<file path="config.mk">
export PLATFORM = sky130hd
export DESIGN_NAME = dsos_top
export DESIGN_NICKNAME = d
export VERILOG_FILES = /design/src/inc/dsos_pkg.sv /design/src/rtl/dsos_window.sv /design/src/rtl/dsos_top.sv
export SDC_FILE = /design/constraint.sdc
export NUM_CORES = 1
export LEC_CHECK = 0
export BUFFER_PORTS_ARGS = -buffer_cell sky130_fd_sc_hd__buf_4
export CAP_MARGIN = 15
export CORE_ASPECT_RATIO = 2
export CORE_MARGIN = 2
export CORE_UTILIZATION = 40
export CTS_BUF_LIST = sky130_fd_sc_hd__clkbuf_4
export DETAILED_ROUTE_END_ITERATION = 10
export HOLD_SLACK_MARGIN = 0.02
export RECOVER_POWER = 25
export SLEW_MARGIN = 20
export SYNTH_ARGS = -nofsm -noshare
export SYNTH_HDL_FRONTEND = slang
export SYNTH_SLANG_ARGS = --single-unit
</file>
<file path="constraint.sdc">
create_clock -name i_clk -period 3.5 [get_ports i_clk]
set_input_delay 0.525 -clock i_clk [delete_from_list [all_inputs] [get_ports i_clk]]
set_output_delay 0.525 -clock i_clk [all_outputs]
set_load 0.05 [all_outputs]
</file>
<file path="src/inc/dsos_pkg.sv">
/*
  Shared constants and types of the drive status output selector:
  register map, field layout, function codes, reset values, carriers.
  Assumes a 32-bit AXI4-Lite register bus and 10-bit analog samples.
*/
`default_nettype none
package dsos_pkg;

  ////////////////////////////////////////////////////////////////////////
  // Bus geometry
  localparam int ADDR_W = 8;
  localparam int DATA_W = 32;
  localparam int STRB_W = DATA_W / 8;
  localparam logic [1:0] RESP_OKAY = 2'h0;
  localparam logic [1:0] RESP_SLVERR = 2'h2;

  ////////////////////////////////////////////////////////////////////////
  // Register byte addresses
  localparam logic [ADDR_W-1:0] ADDR_FUNC_SEL = 8'h00;
  localparam logic [ADDR_W-1:0] ADDR_VOLT_LIM = 8'h04;
  localparam logic [ADDR_W-1:0] ADDR_CURR_LIM = 8'h08;
  localparam logic [ADDR_W-1:0] ADDR_IND_STATUS = 8'h0C;
  localparam logic [ADDR_W-1:0] ADDR_IRQ_STATUS = 8'h10;
  localparam logic [ADDR_W-1:0] ADDR_IRQ_MASK = 8'h14;

  ////////////////////////////////////////////////////////////////////////
  // Output function codes
  localparam int CODE_W = 8;
  localparam logic [CODE_W-1:0] CODE_ALARM = 8'h05;
  localparam logic [CODE_W-1:0] CODE_VOLT_WIN = 8'h1B;
  localparam logic [CODE_W-1:0] CODE_CURR_WIN = 8'h1C;
  localparam logic [CODE_W-1:0] CODE_MAJOR_FAIL = 8'h2A;
  localparam logic [CODE_W-1:0] CODE_FWD_RUN = 8'h33;
  localparam logic [CODE_W-1:0] CODE_REV_RUN = 8'h34;
  localparam logic [CODE_W-1:0] CODE_FREQ_SRC = 8'h3A;
  localparam logic [CODE_W-1:0] CODE_RUN_SRC = 8'h3B;

  ////////////////////////////////////////////////////////////////////////
  // Field layout
  localparam int FSEL_T11_LSB = 0;
  localparam int FSEL_T12_LSB = 8;
  localparam int FSEL_RELAY_LSB = 16;
  localparam int ANA_W = 10;
  localparam int LIM_MIN_LSB = 0;
  localparam int LIM_MAX_LSB = 16;
  localparam int IND_W = 8;
  localparam int IRQ_W = 4;
  localparam int IRQ_ALARM = 0;
  localparam int IRQ_MAJOR = 1;
  localparam int IRQ_VOLT_WIN = 2;
  localparam int IRQ_CURR_WIN = 3;

  ////////////////////////////////////////////////////////////////////////
  // Reset values
  localparam logic [ANA_W-1:0] LIM_MIN_RST = 10'h000;
  localparam logic [ANA_W-1:0] LIM_MAX_RST = 10'h3FF;
  localparam logic [IRQ_W-1:0] IRQ_MASK_RST = 4'h0;

  ////////////////////////////////////////////////////////////////////////
  // Carriers
  typedef struct packed {
    logic running;
    logic reverse;
    logic trip;
    logic major_cause;
    logic freq_cmd_src;
    logic run_cmd_src;
  } dsos_drive_t;

  typedef struct packed {
    logic [CODE_W-1:0] relay;
    logic [CODE_W-1:0] t12;
    logic [CODE_W-1:0] t11;
  } dsos_func_sel_t;

  typedef struct packed {
    logic run_cmd_source_ind;
    logic freq_cmd_source_ind;
    logic curr_in_window_ind;
    logic volt_in_window_ind;
    logic major_fail_ind;
    logic alarm_ind;
    logic rev_running_ind;
    logic fwd_running_ind;
  } dsos_ind_t;

  localparam dsos_func_sel_t FUNC_SEL_RST = '{relay: CODE_ALARM, t12: CODE_REV_RUN, t11: CODE_FWD_RUN};

endpackage
`default_nettype wire

</file>
<file path="src/rtl/dsos_window.sv">
/*
  Window comparator: high while the sample lies within min..max inclusive.
  Assumes sample and limits come from logic on the same clock.
*/
`timescale 1ns/100ps
`default_nettype none
module dsos_window #(
  parameter int W = 10
) (
  // Sample and limits
  input wire logic [W-1:0] i_value,
  input wire logic [W-1:0] i_min,
  input wire logic [W-1:0] i_max,
  // Result
  output logic o_inside
);

  // Inverted limits give an empty window, never a wrapped one
  assign o_inside = (i_value >= i_min) && (i_value <= i_max);

endmodule
`default_nettype wire

</file>
<file path="src/rtl/dsos_top.sv">
/*
  Drive status output selector: builds the drive's status indications
  and routes a selectable one to terminal 11, terminal 12 and the relay.
  Assumes drive state and analog samples come from logic on i_clk,
  and an AXI4-Lite master that keeps one read and one write in flight.
*/
// Functional notes
// RQ1 - Forward indication high while driving forward, code 51
// RQ2 - Forward indication low in reverse or stopped
// RQ3 - Reverse indication high while driving reverse, code 52
// RQ4 - Reverse indication low forward or stopped
// RQ5 - Major failure raised alongside alarm on causes
// RQ6 - Voltage window indication high inside limits
// RQ7 - Current window indication high inside limits
// RQ8 - Command source indications, codes 58 and 59
// RQ9 - Functions assignable to 11, 12, relay
// RQ10 - Outputs registered, one cycle, inactive in reset
`timescale 1ns/100ps
`default_nettype none
module dsos_top (
  // Clock, reset, enable
  input wire logic i_clk,
  input wire logic i_rst_n,
  input wire logic i_ce,
  // Drive state and analog samples
  input wire dsos_pkg::dsos_drive_t i_drive,
  input wire logic [dsos_pkg::ANA_W-1:0] i_volt_analog_in,
  input wire logic [dsos_pkg::ANA_W-1:0] i_current_analog_in,
  // Output terminals
  output logic o_term11,
  output logic o_term12,
  output logic o_relay_contact_a,
  output logic o_relay_contact_b,
  output logic o_irq,
  // AXI4-Lite write address
  input wire logic i_awvalid,
  output logic o_awready,
  input wire logic [dsos_pkg::ADDR_W-1:0] i_awaddr,
  input wire logic [2:0] i_awprot,
  // AXI4-Lite write data
  input wire logic i_wvalid,
  output logic o_wready,
  input wire logic [dsos_pkg::DATA_W-1:0] i_wdata,
  input wire logic [dsos_pkg::STRB_W-1:0] i_wstrb,
  // AXI4-Lite write response
  output logic o_bvalid,
  input wire logic i_bready,
  output logic [1:0] o_bresp,
  // AXI4-Lite read address
  input wire logic i_arvalid,
  output logic o_arready,
  input wire logic [dsos_pkg::ADDR_W-1:0] i_araddr,
  input wire logic [2:0] i_arprot,
  // AXI4-Lite read data
  output logic o_rvalid,
  input wire logic i_rready,
  output logic [dsos_pkg::DATA_W-1:0] o_rdata,
  output logic [1:0] o_rresp
);
  import dsos_pkg::*;

  ////////////////////////////////////////////////////////////////////////
  // Declarations
  dsos_func_sel_t func_sel;
  logic [ANA_W-1:0] volt_min, volt_max, curr_min, curr_max;
  logic [IRQ_W-1:0] irq_status, irq_mask, irq_event, irq_clear;
  dsos_ind_t ind, next_ind;
  logic volt_inside, curr_inside;
  logic aw_held, w_held, wr_en, wr_hit, rd_hit;
  logic [ADDR_W-1:0] wr_addr;
  logic [DATA_W-1:0] wr_data, next_rdata, fsel_word, vlim_word, clim_word;
  logic [STRB_W-1:0] wr_strb;

  // Byte-lane merge of a write into a register image
  function automatic logic [DATA_W-1:0] merge(input logic [DATA_W-1:0] old_val,
                                              input logic [DATA_W-1:0] new_val,
                                              input logic [STRB_W-1:0] strb);
    logic [DATA_W-1:0] res;
    res = old_val;
    for (int b = 0; b < STRB_W; b++)
      if (strb[b])
        res[b*8 +: 8] = new_val[b*8 +: 8];
    return res;
  endfunction

  // Indication picked by a function code; unknown codes read inactive
  function automatic logic pick(input logic [CODE_W-1:0] code, input dsos_ind_t v);
    case (code)
      CODE_FWD_RUN: return v.fwd_running_ind; // RQ1
      CODE_REV_RUN: return v.rev_running_ind; // RQ3
      CODE_ALARM: return v.alarm_ind;
      CODE_MAJOR_FAIL: return v.major_fail_ind;
      CODE_VOLT_WIN: return v.volt_in_window_ind;
      CODE_CURR_WIN: return v.curr_in_window_ind;
      CODE_FREQ_SRC: return v.freq_cmd_source_ind; // RQ8
      CODE_RUN_SRC: return v.run_cmd_source_ind; // RQ8
      default: return 1'b0;
    endcase
  endfunction

  ////////////////////////////////////////////////////////////////////////
  // Window comparators
  dsos_window #(.W(ANA_W)) u_volt_win (.i_value(i_volt_analog_in), .i_min(volt_min), .i_max(volt_max),
    .o_inside(volt_inside));
  dsos_window #(.W(ANA_W)) u_curr_win (.i_value(i_current_analog_in), .i_min(curr_min), .i_max(curr_max),
    .o_inside(curr_inside));

  ////////////////////////////////////////////////////////////////////////
  // Indications
  always_comb
  begin
    next_ind.fwd_running_ind = i_drive.running && !i_drive.reverse; // RQ1 RQ2
    next_ind.rev_running_ind = i_drive.running && i_drive.reverse; // RQ3 RQ4
    next_ind.alarm_ind = i_drive.trip;
    next_ind.major_fail_ind = i_drive.trip && i_drive.major_cause; // RQ5
    next_ind.volt_in_window_ind = volt_inside; // RQ6
    next_ind.curr_in_window_ind = curr_inside; // RQ7
    next_ind.freq_cmd_source_ind = i_drive.freq_cmd_src; // RQ8
    next_ind.run_cmd_source_ind = i_drive.run_cmd_src; // RQ8
  end

  always_ff @(posedge i_clk)
    if (!i_rst_n)
      ind <= '0;
    else if (i_ce)
      ind <= next_ind;

  ////////////////////////////////////////////////////////////////////////
  // Terminal routing, taken from the fresh indication so the pin
  // moves one cycle after its cause
  always_ff @(posedge i_clk)
  begin
    if (!i_rst_n)
    begin
      o_term11 <= 1'b0; // RQ10
      o_term12 <= 1'b0;
      o_relay_contact_a <= 1'b0;
      o_relay_contact_b <= 1'b0;
    end
    else if (i_ce)
    begin
      o_term11 <= pick(func_sel.t11, next_ind); // RQ9 RQ10
      o_term12 <= pick(func_sel.t12, next_ind); // RQ9
      o_relay_contact_a <= pick(func_sel.relay, next_ind); // RQ9
      o_relay_contact_b <= !pick(func_sel.relay, next_ind);
    end
  end

  ////////////////////////////////////////////////////////////////////////
  // Interrupt events and sticky status
  assign irq_event[IRQ_ALARM] = next_ind.alarm_ind && !ind.alarm_ind;
  assign irq_event[IRQ_MAJOR] = next_ind.major_fail_ind && !ind.major_fail_ind;
  assign irq_event[IRQ_VOLT_WIN] = next_ind.volt_in_window_ind != ind.volt_in_window_ind;
  assign irq_event[IRQ_CURR_WIN] = next_ind.curr_in_window_ind != ind.curr_in_window_ind;

  // Set wins over a write-one-to-clear in the same cycle
  assign irq_clear = (wr_en && wr_addr == ADDR_IRQ_STATUS && wr_strb[0]) ? wr_data[IRQ_W-1:0] : '0;

  always_ff @(posedge i_clk)
    if (!i_rst_n)
      irq_status <= '0;
    else if (i_ce)
      irq_status <= (irq_status & ~irq_clear) | irq_event;

  always_ff @(posedge i_clk)
    if (!i_rst_n)
      o_irq <= 1'b0;
    else if (i_ce)
      o_irq <= |(irq_status & irq_mask);

  ////////////////////////////////////////////////////////////////////////
  // Configuration registers
  assign wr_en = aw_held && w_held && !o_bvalid;
  assign fsel_word = merge(DATA_W'(func_sel), wr_data, wr_strb);
  assign vlim_word = merge((DATA_W'(volt_max) << LIM_MAX_LSB) | (DATA_W'(volt_min) << LIM_MIN_LSB), wr_data, wr_strb);
  assign clim_word = merge((DATA_W'(curr_max) << LIM_MAX_LSB) | (DATA_W'(curr_min) << LIM_MIN_LSB), wr_data, wr_strb);

  always_ff @(posedge i_clk)
  begin
    if (!i_rst_n)
    begin
      func_sel <= FUNC_SEL_RST; // RQ9
      volt_min <= LIM_MIN_RST;
      volt_max <= LIM_MAX_RST;
      curr_min <= LIM_MIN_RST;
      curr_max <= LIM_MAX_RST;
      irq_mask <= IRQ_MASK_RST;
    end
    else if (i_ce && wr_en)
    begin
      case (wr_addr)
        ADDR_FUNC_SEL: func_sel <= dsos_func_sel_t'(fsel_word[$bits(dsos_func_sel_t)-1:0]); // RQ9
        ADDR_VOLT_LIM:
        begin
          volt_min <= vlim_word[LIM_MIN_LSB +: ANA_W];
          volt_max <= vlim_word[LIM_MAX_LSB +: ANA_W];
        end
        ADDR_CURR_LIM:
        begin
          curr_min <= clim_word[LIM_MIN_LSB +: ANA_W];
          curr_max <= clim_word[LIM_MAX_LSB +: ANA_W];
        end
        ADDR_IRQ_MASK:
          if (wr_strb[0])
            irq_mask <= wr_data[IRQ_W-1:0];
        default: ;
      endcase
    end
  end

  ////////////////////////////////////////////////////////////////////////
  // AXI4-Lite write channels; address and data taken in either order
  assign wr_hit = (wr_addr == ADDR_FUNC_SEL) || (wr_addr == ADDR_VOLT_LIM) ||
                  (wr_addr == ADDR_CURR_LIM) || (wr_addr == ADDR_IND_STATUS) ||
                  (wr_addr == ADDR_IRQ_STATUS) || (wr_addr == ADDR_IRQ_MASK);

  always_ff @(posedge i_clk)
  begin
    if (!i_rst_n)
    begin
      aw_held <= 1'b0;
      o_awready <= 1'b0;
      wr_addr <= '0;
    end
    else if (i_ce)
    begin
      if (i_awvalid && o_awready)
      begin
        aw_held <= 1'b1;
        o_awready <= 1'b0;
        wr_addr <= {i_awaddr[ADDR_W-1:2], 2'h0};
      end
      else if (wr_en)
        aw_held <= 1'b0;
      else if (!aw_held && !o_bvalid)
        o_awready <= 1'b1;
    end
  end

  always_ff @(posedge i_clk)
  begin
    if (!i_rst_n)
    begin
      w_held <= 1'b0;
      o_wready <= 1'b0;
      wr_data <= '0;
      wr_strb <= '0;
    end
    else if (i_ce)
    begin
      if (i_wvalid && o_wready)
      begin
        w_held <= 1'b1;
        o_wready <= 1'b0;
        wr_data <= i_wdata;
        wr_strb <= i_wstrb;
      end
      else if (wr_en)
        w_held <= 1'b0;
      else if (!w_held && !o_bvalid)
        o_wready <= 1'b1;
    end
  end

  always_ff @(posedge i_clk)
  begin
    if (!i_rst_n)
    begin
      o_bvalid <= 1'b0;
      o_bresp <= RESP_OKAY;
    end
    else if (i_ce)
    begin
      if (wr_en)
      begin
        o_bvalid <= 1'b1;
        o_bresp <= wr_hit ? RESP_OKAY : RESP_SLVERR;
      end
      else if (i_bready)
        o_bvalid <= 1'b0;
    end
  end

  ////////////////////////////////////////////////////////////////////////
  // AXI4-Lite read channels
  always_comb
  begin
    next_rdata = '0;
    rd_hit = 1'b1;
    case ({i_araddr[ADDR_W-1:2], 2'h0})
      ADDR_FUNC_SEL: next_rdata[$bits(dsos_func_sel_t)-1:0] = func_sel;
      ADDR_VOLT_LIM:
      begin
        next_rdata[LIM_MIN_LSB +: ANA_W] = volt_min;
        next_rdata[LIM_MAX_LSB +: ANA_W] = volt_max;
      end
      ADDR_CURR_LIM:
      begin
        next_rdata[LIM_MIN_LSB +: ANA_W] = curr_min;
        next_rdata[LIM_MAX_LSB +: ANA_W] = curr_max;
      end
      ADDR_IND_STATUS: next_rdata[IND_W-1:0] = ind;
      ADDR_IRQ_STATUS: next_rdata[IRQ_W-1:0] = irq_status;
      ADDR_IRQ_MASK: next_rdata[IRQ_W-1:0] = irq_mask;
      default: rd_hit = 1'b0;
    endcase
  end

  always_ff @(posedge i_clk)
  begin
    if (!i_rst_n)
    begin
      o_arready <= 1'b0;
      o_rvalid <= 1'b0;
      o_rdata <= '0;
      o_rresp <= RESP_OKAY;
    end
    else if (i_ce)
    begin
      if (i_arvalid && o_arready)
      begin
        o_arready <= 1'b0;
        o_rvalid <= 1'b1;
        o_rdata <= next_rdata;
        o_rresp <= rd_hit ? RESP_OKAY : RESP_SLVERR;
      end
      else if (o_rvalid && i_rready)
        o_rvalid <= 1'b0;
      else if (!o_rvalid)
        o_arready <= 1'b1;
    end
  end

endmodule
`default_nettype wire

</file>
==> flow_metrics.env, run 1 <==
export IMPL_grt_pass1_vias=6756
export IMPL_fill_cells=2026
export IMPL_overflow=0
export IMPL_rsz0062_at_grt="false"
export IMPL_maxCapViolCount=0
export IMPL_p_clk_frac=0.348
export IMPL_synth_avg_cell_area_sq_um=8.86
export IMPL_fmax_mhz=430
export IMPL_worstSkewPairLatency_ps=570
export IMPL_grt_usage=0.227
export IMPL_synth_warnings=0
export IMPL_topRoutingLayerUsed="met4"
export IMPL_ys_async_sr_fraction=0
export IMPL_ctsHoldBuffers=0
export IMPL_fin_skew_ps=28.1
export IMPL_ir_worst_vdd_v=0.000179
export IMPL_core_sq_um=19800
export IMPL_postCtsSetupBuffers=0
export IMPL_synth_top_family_by_area="simple AND/OR/NAND/NOR gates"
export IMPL_synth_top_area_frac=0.386
export IMPL_drc=0
export IMPL_power_switching_uw=917
export IMPL_synth_compound_area_share=0.166
export IMPL_wire_per_inst_um=18.8
export IMPL_crit_required_ps=3980
export IMPL_dr_wl_met3_um=943
export IMPL_synth_area_sq_um=8090
export IMPL_p_per_area_nw_per_um2=363
export IMPL_synth_cell_type_count=67
export IMPL_final_area_sq_um=9360
export IMPL_grt_antenna_before_repair=1
export IMPL_gp_congestion=0.872
export IMPL_end_kind="register"
export IMPL_synth_seq_cells=156
export IMPL_nets=1135
export IMPL_ant_nets=0
export IMPL_fin_crit_sh=0.664
export IMPL_synth_adder_area_share=0.0631
export IMPL_cts_buffers=17
export IMPL_hold_slack_ps=193
export IMPL_dieArea_sq_um=21400
export IMPL_yosys_area_top_type="dfxtp_1"
export IMPL_grt_max_degree=83
export IMPL_fp_dieH_um=205
export IMPL_cp_max_fo=5
export IMPL_clockRootBuffer="clkbuf_4"
export IMPL_synthTopCellsByArea="dfxtp_1, mux2i_1, nand2_1"
export IMPL_start_util=0.408
export IMPL_min_path_type="input pin to register"
export IMPL_cts_resized_gates=0
export IMPL_drt_wl_total_um=24100
export IMPL_p_comb_frac=0.111
export IMPL_cts_tree="built"
export IMPL_synth_simple_area_share=0.224
export IMPL_min_period_ps=2320
export IMPL_synth_seq_area_share=0.386
export IMPL_crit_arrival_ps=2810
export IMPL_clock_sinks=156
export IMPL_drt_iter0_drc=350
export IMPL_hold_viol_final=0
export IMPL_slew_headroom=0.0249
export IMPL_leakage_uw=0.00401
export IMPL_drv_slew=0
export IMPL_syn_inst=913
export IMPL_dr_total_vias=6894
export IMPL_switching_share=0.270
export IMPL_seq_area_sq_um=3120
export IMPL_grt_pass1_wl_um=37000
export IMPL_pre_cts_ws_ps=985
export IMPL_rows=73
export IMPL_die_x_um=105
export IMPL_synth_edf_count=0
export IMPL_cts_buffer_depth=2
export IMPL_ys_flop_type="dfxtp_1"
export IMPL_final_setup_viol_count=0
export IMPL_placed_area_sq_um=9070
export IMPL_power_uw=3400
export IMPL_clkTransAtPathRegs_ps=140
export IMPL_viasPerCell=5.39
export IMPL_seq_power_share=0.541
export IMPL_wl_met1_um=8520
export IMPL_syn_to_final_growth_pct=15.7
export IMPL_multi_input_area_sq_um=4510
export IMPL_firstDrtPassIters=5
export IMPL_status="complete, no violations"
export IMPL_final_common_cell="dfxtp_1"
export IMPL_htree_num_levels=4
export IMPL_setup_slack_ps=1180
export IMPL_internal_power_uw=2480
export IMPL_synth_xor_xnor_area_share=0.00217
export IMPL_worstMarginPinSlew_ps=1460
export IMPL_muxShareOfSynthArea=0.0990
export IMPL_finalSetupTns_ps=0
export IMPL_final_cell_mix="dfxtp_1, nand2_1, buf_4"
export IMPL_route_met2_wl_um=13100
export IMPL_drive_gt1_frac=0.171
export IMPL_dpl_hpwl_um=18400
export IMPL_io_buffer_count=113
export IMPL_io_pins=138
export IMPL_critPathLaunchType="register"
export IMPL_crit_type="register to register"
==> cell families (layout without fill, tap and decap cells) <==
group	count (synthesis)	after routing
compound gates	191	191
xor+xnor	2	2
fa+ha+maj	41	41
buf+inv	108	203
flops	156	156
mux	70	70
other cells	1	9
simple gates	344	344
==> synth_stat cells, drive strengths merged, types with 21 or more instances <==
| library cell | count |
|---|---|
| dfxtp | 156 |
| nand2 | 149 |
| nor2b | 68 |
| mux2i | 62 |
| a21boi | 54 |
| inv | 48 |
| ha | 40 |
| nand3 | 35 |
| clkbuf | 31 |
| a21oi | 29 |
| buf | 29 |
| a22oi | 26 |
| o211ai | 24 |
| o21ai | 21 |
==> state kept, by name (all words and copies together), names as in the netlist, 4 cells and up <==
signal      cells
wr_data        26
irq_mask        4
ind             8
volt_max       10
func_sel       24
volt_min       10
curr_min       10
curr_max       10
o_rdata        26
wr_addr         6
wr_strb         4
irq_status      4
==> final cells by class <==
| class | count | area share |
|---|---|---|
| multi-input cells | 656 | 0.482 |
| flip-flops and latches | 156 | 0.334 |
| repair buffers | 124 | 0.0985 |
| well taps | 262 | 0.0350 |
| inverters | 48 | 0.0193 |
| clock buffers | 20 | 0.0160 |
| clock inverters | 11 | 0.0155 |
| diodes | 1 | 0.000267 |
==> layer usage <==
layer,vias up,track usage
li1,3364,-
met1,3262,0.226
met4,0,0.144
met3,57,0.0340
met2,211,0.432
met5,-,0
==> through the flow <==
stage,utilization,cells
finish,0.472,1278
global route,0.472,1278
floorplan,-,920
CTS,0.473,1277
detailed placement,0.458,1246
global placement,0.458,1246
==> worst max-delay path, stage by stage (launching register included) <==
cell and delay, ps:
dfxtp_1 390, inv_1 100, ha_1 320, a21oi_1 190, o21a_1 170, o2111ai_1 170
a22oi_1 520, a221oi_1 160, o31ai_1 210
==> path summary, 6_finish.rpt <==
check	startpoint	endpoint	slack, ps	depth (start not counted)
min	i_awaddr[5]	wr_addr[5]	190	3
max	volt_max[9]	o_term11	1180	8
max reg2reg	volt_max[9]	o_term11	1180	8
min reg2reg	wr_data[12]	wr_data[12]	480	2
==> power by group through the flow <==
stage	clock network (uW)	logic (uW)	registers (uW)
after global routing	1280	408	1840
after CTS	1210	377	1840
after floorplan	0	207	1900
final	1180	376	1840
after detailed placement	0	376	1880
after global placement	0	371	1880
(Power assumes the default switching activity.)
==> run 2: changes to the inputs <==
--- a/config.mk
+++ b/config.mk
@@ -5,6 +5,7 @@
 export SDC_FILE = /design/constraint.sdc
 export NUM_CORES = 1
 export LEC_CHECK = 0
+export ABC_AREA = 1
 export BUFFER_PORTS_ARGS = -buffer_cell sky130_fd_sc_hd__buf_4
 export CAP_MARGIN = 15
 export CORE_ASPECT_RATIO = 2
==> constraint.sdc (replaced) <==
create_clock -name i_clk -period 2.1 [get_ports i_clk]
set_input_delay 0.315 -clock i_clk [delete_from_list [all_inputs] [get_ports i_clk]]
set_output_delay 0.315 -clock i_clk [all_outputs]
set_load 0.05 [all_outputs]
==> run 2 against run 1 <==
Maximum frequency grew 18%. Design area grew 0.79%. Clock power grew 81%. Sequential power grew 67%. Critical path type unchanged.
==> flow_metrics.env, run 2 <==
export IMPL_maxCapViolCount=0
export IMPL_synth_edf_count=0
export IMPL_viasPerCell=5.15
export IMPL_p_clk_frac=0.361
export IMPL_min_path_type="input pin to register"
export IMPL_dr_total_vias=7597
export IMPL_synth_top_area_frac=0.408
export IMPL_io_buffer_count=113
export IMPL_drt_wl_total_um=25600
export IMPL_min_period_ps=1980
export IMPL_p_comb_frac=0.118
export IMPL_synth_avg_cell_area_sq_um=7.28
export IMPL_crit_arrival_ps=2450
export IMPL_final_common_cell="nand2_1"
export IMPL_cts_tree="built"
export IMPL_final_area_sq_um=9430
export IMPL_overflow=0
export IMPL_final_setup_viol_count=0
export IMPL_numPlacedInstances=1414
export IMPL_met3_usage=0.0392
export IMPL_grt_antenna_before_repair=1
export IMPL_final_cells=1474
export IMPL_syn_to_final_growth_pct=23.3
export IMPL_rsz0062_at_grt="false"
export IMPL_grt_pass1_wl_um=38500
export IMPL_synth_area_sq_um=7650
export IMPL_drt_iter0_drc=334
export IMPL_firstDrtPassIters=5
export IMPL_fin_skew_ps=28.1
export IMPL_critPathLaunchType="register"
export IMPL_fp_dieH_um=200
export IMPL_synthTopCellsByArea="dfxtp_1, a21oi_1, nand2_1"
export IMPL_dpl_hpwl_um=20200
export IMPL_clkTransAtPathRegs_ps=140
export IMPL_end_kind="register"
export IMPL_power_switching_uw=1620
export IMPL_met2_usage=0.483
export IMPL_leakage_uw=0.00417
export IMPL_cts_buffer_depth=2
export IMPL_internal_power_uw=4270
export IMPL_drc=0
export IMPL_ys_async_sr_fraction=0
export IMPL_cts_buffers=17
export IMPL_htree_num_levels=4
export IMPL_ys_flop_type="dfxtp_1"
export IMPL_grt_usage=0.257
export IMPL_io_pins=138
export IMPL_worstSkewPairLatency_ps=570
export IMPL_reg2reg_depth=11
export IMPL_nets=1337
export IMPL_grt_pass1_vias=7236
export IMPL_synth_seq_cells=156
export IMPL_start_util=0.408
export IMPL_synth_most_common_cell="nand2_1"
export IMPL_top_regs="o_rdata: 26 flops, wr_data: 26 flops, func_sel: 24 flops"
export IMPL_ir_worst_vdd_v=0.000361
export IMPL_core_sq_um=18700
export IMPL_switching_share=0.275
export IMPL_final_cell_mix="nand2_1, dfxtp_1, inv_1"
export IMPL_drive_gt1_frac=0.159
export IMPL_hold_viol_final=0
export IMPL_yosys_area_top_type="dfxtp_1"
export IMPL_clock_sinks=156
export IMPL_cp_max_fo=5
export IMPL_gp_congestion=0.907
export IMPL_syn_inst=1051
export IMPL_die_x_um=102
export IMPL_ant_nets=0
export IMPL_gr_usage_met1=0.245
export IMPL_drv_slew=0
export IMPL_synth_cell_type_count=37
export IMPL_status="complete, no violations"
export IMPL_dieArea_sq_um=20300
export IMPL_rows=71
export IMPL_final_core_util=0.503
export IMPL_placed_area_sq_um=8890
export IMPL_crit_required_ps=2570
export IMPL_fmax_mhz=506
export IMPL_fin_crit_sh=0.942
export IMPL_whs_path_depth=3
export IMPL_clockRootBuffer="clkbuf_4"
export IMPL_crit_type="register to register"
export IMPL_finalSetupTns_ps=0
export IMPL_worstMarginPinSlew_ps=968
export IMPL_synth_seq_area_share=0.408
export IMPL_slew_headroom=0.355
export IMPL_top_usage_layer="met2"
export IMPL_grt_max_degree=57
export IMPL_synth_warnings=0
export IMPL_seq_power_share=0.521
export IMPL_synth_commonest_cells="nand2_1, dfxtp_1, inv_1"
export IMPL_p_per_area_nw_per_um2=625
export IMPL_wire_per_inst_um=17.4
export IMPL_power_uw=5890
run 2: cell types whose count changed after synthesis, sizes merged, moves of 54 or more:
cell    before  now
a21boi      54    0
a21oi       29  139
inv         48  154
mux2i       62    0
nor2        17   80
nor2b       68    0
o21ai       21  111
run 2: area by class of cell:
class	instances	area (sq um)
Fill cell	1953	9310
Multi-Input combinational cell	696	3700
Sequential cell	156	3120
Timing Repair Buffer	180	1370
Inverter	154	578
Tap cell	255	319
Clock inverter	13	191
Clock buffer	19	143
Antenna cell	1	2.50
run 2: logic make-up after synthesis:
kind of cell | Yosys count | synth area share
compound gates | 308 | 0.220
simple gates | 340 | 0.195
buf+inv | 206 | 0.112
flops | 156 | 0.408
fa+ha+maj | 40 | 0.0654
other cells | 1 | 0.000490
run 2: per-layer routing:
layer | part of all wire | vias up
met1 | 0.35 | 3502
met3 | 0.034 | 74
met2 | 0.55 | 226
li1 | - | 3795
met4 | 0.070 | 0
met5 | 0 | -
run 2: final timing paths:
| kind | end | startpoint | slack [ps] |
|---|---|---|---|
| min | ind[1] | i_drive[4] | 50 |
| max reg2reg | o_relay_contact_a | volt_min[9] | 120 |
| max | o_relay_contact_a | volt_min[9] | 120 |
| min reg2reg | wr_addr[7] | wr_addr[7] | 450 |
run 2: power groups by stage:
| stage | combinational (uW) | sequential, uW | clock, uW |
|---|---|---|---|
| 2_1_floorplan | 327 | 3200 | 0 |
| 3_3_place_gp | 660 | 3140 | 0 |
| 3_5_place_dp | 666 | 3140 | 0 |
| 4_1_cts | 707 | 3070 | 2160 |
| 5_1_grt | 766 | 3080 | 2290 |
| 6_report | 697 | 3070 | 2130 |
run 2: critical path, stage by stage (launching register included):
cell and delay, ps:
dfxtp_1 360, inv_1 120, ha_1 310, nand2_1 90
inv_1 60, a21oi_1 160, nand4_1 160, buf_4 200
nand3_1 80, nand4_1 180, nand2_1 120, nor2_1 50
run 2: what timing repair did:
action | 4_1_cts | 5_1_grt
buffers inserted | 0 | 1
hold buffers | 26 | 0
hold endpoints to repair | 26 | 0
setup endpoints to repair | 0 | 2
gates resized for setup | 0 | 5
run 2: per-stage QoR:
step	setup WS [ps]	hold slack, ps
after floorplan	477	429
after global placement	134	442
after detailed placement	102	449
after CTS	130	22.1
after global routing	2.21	27.7
final	122	50.3
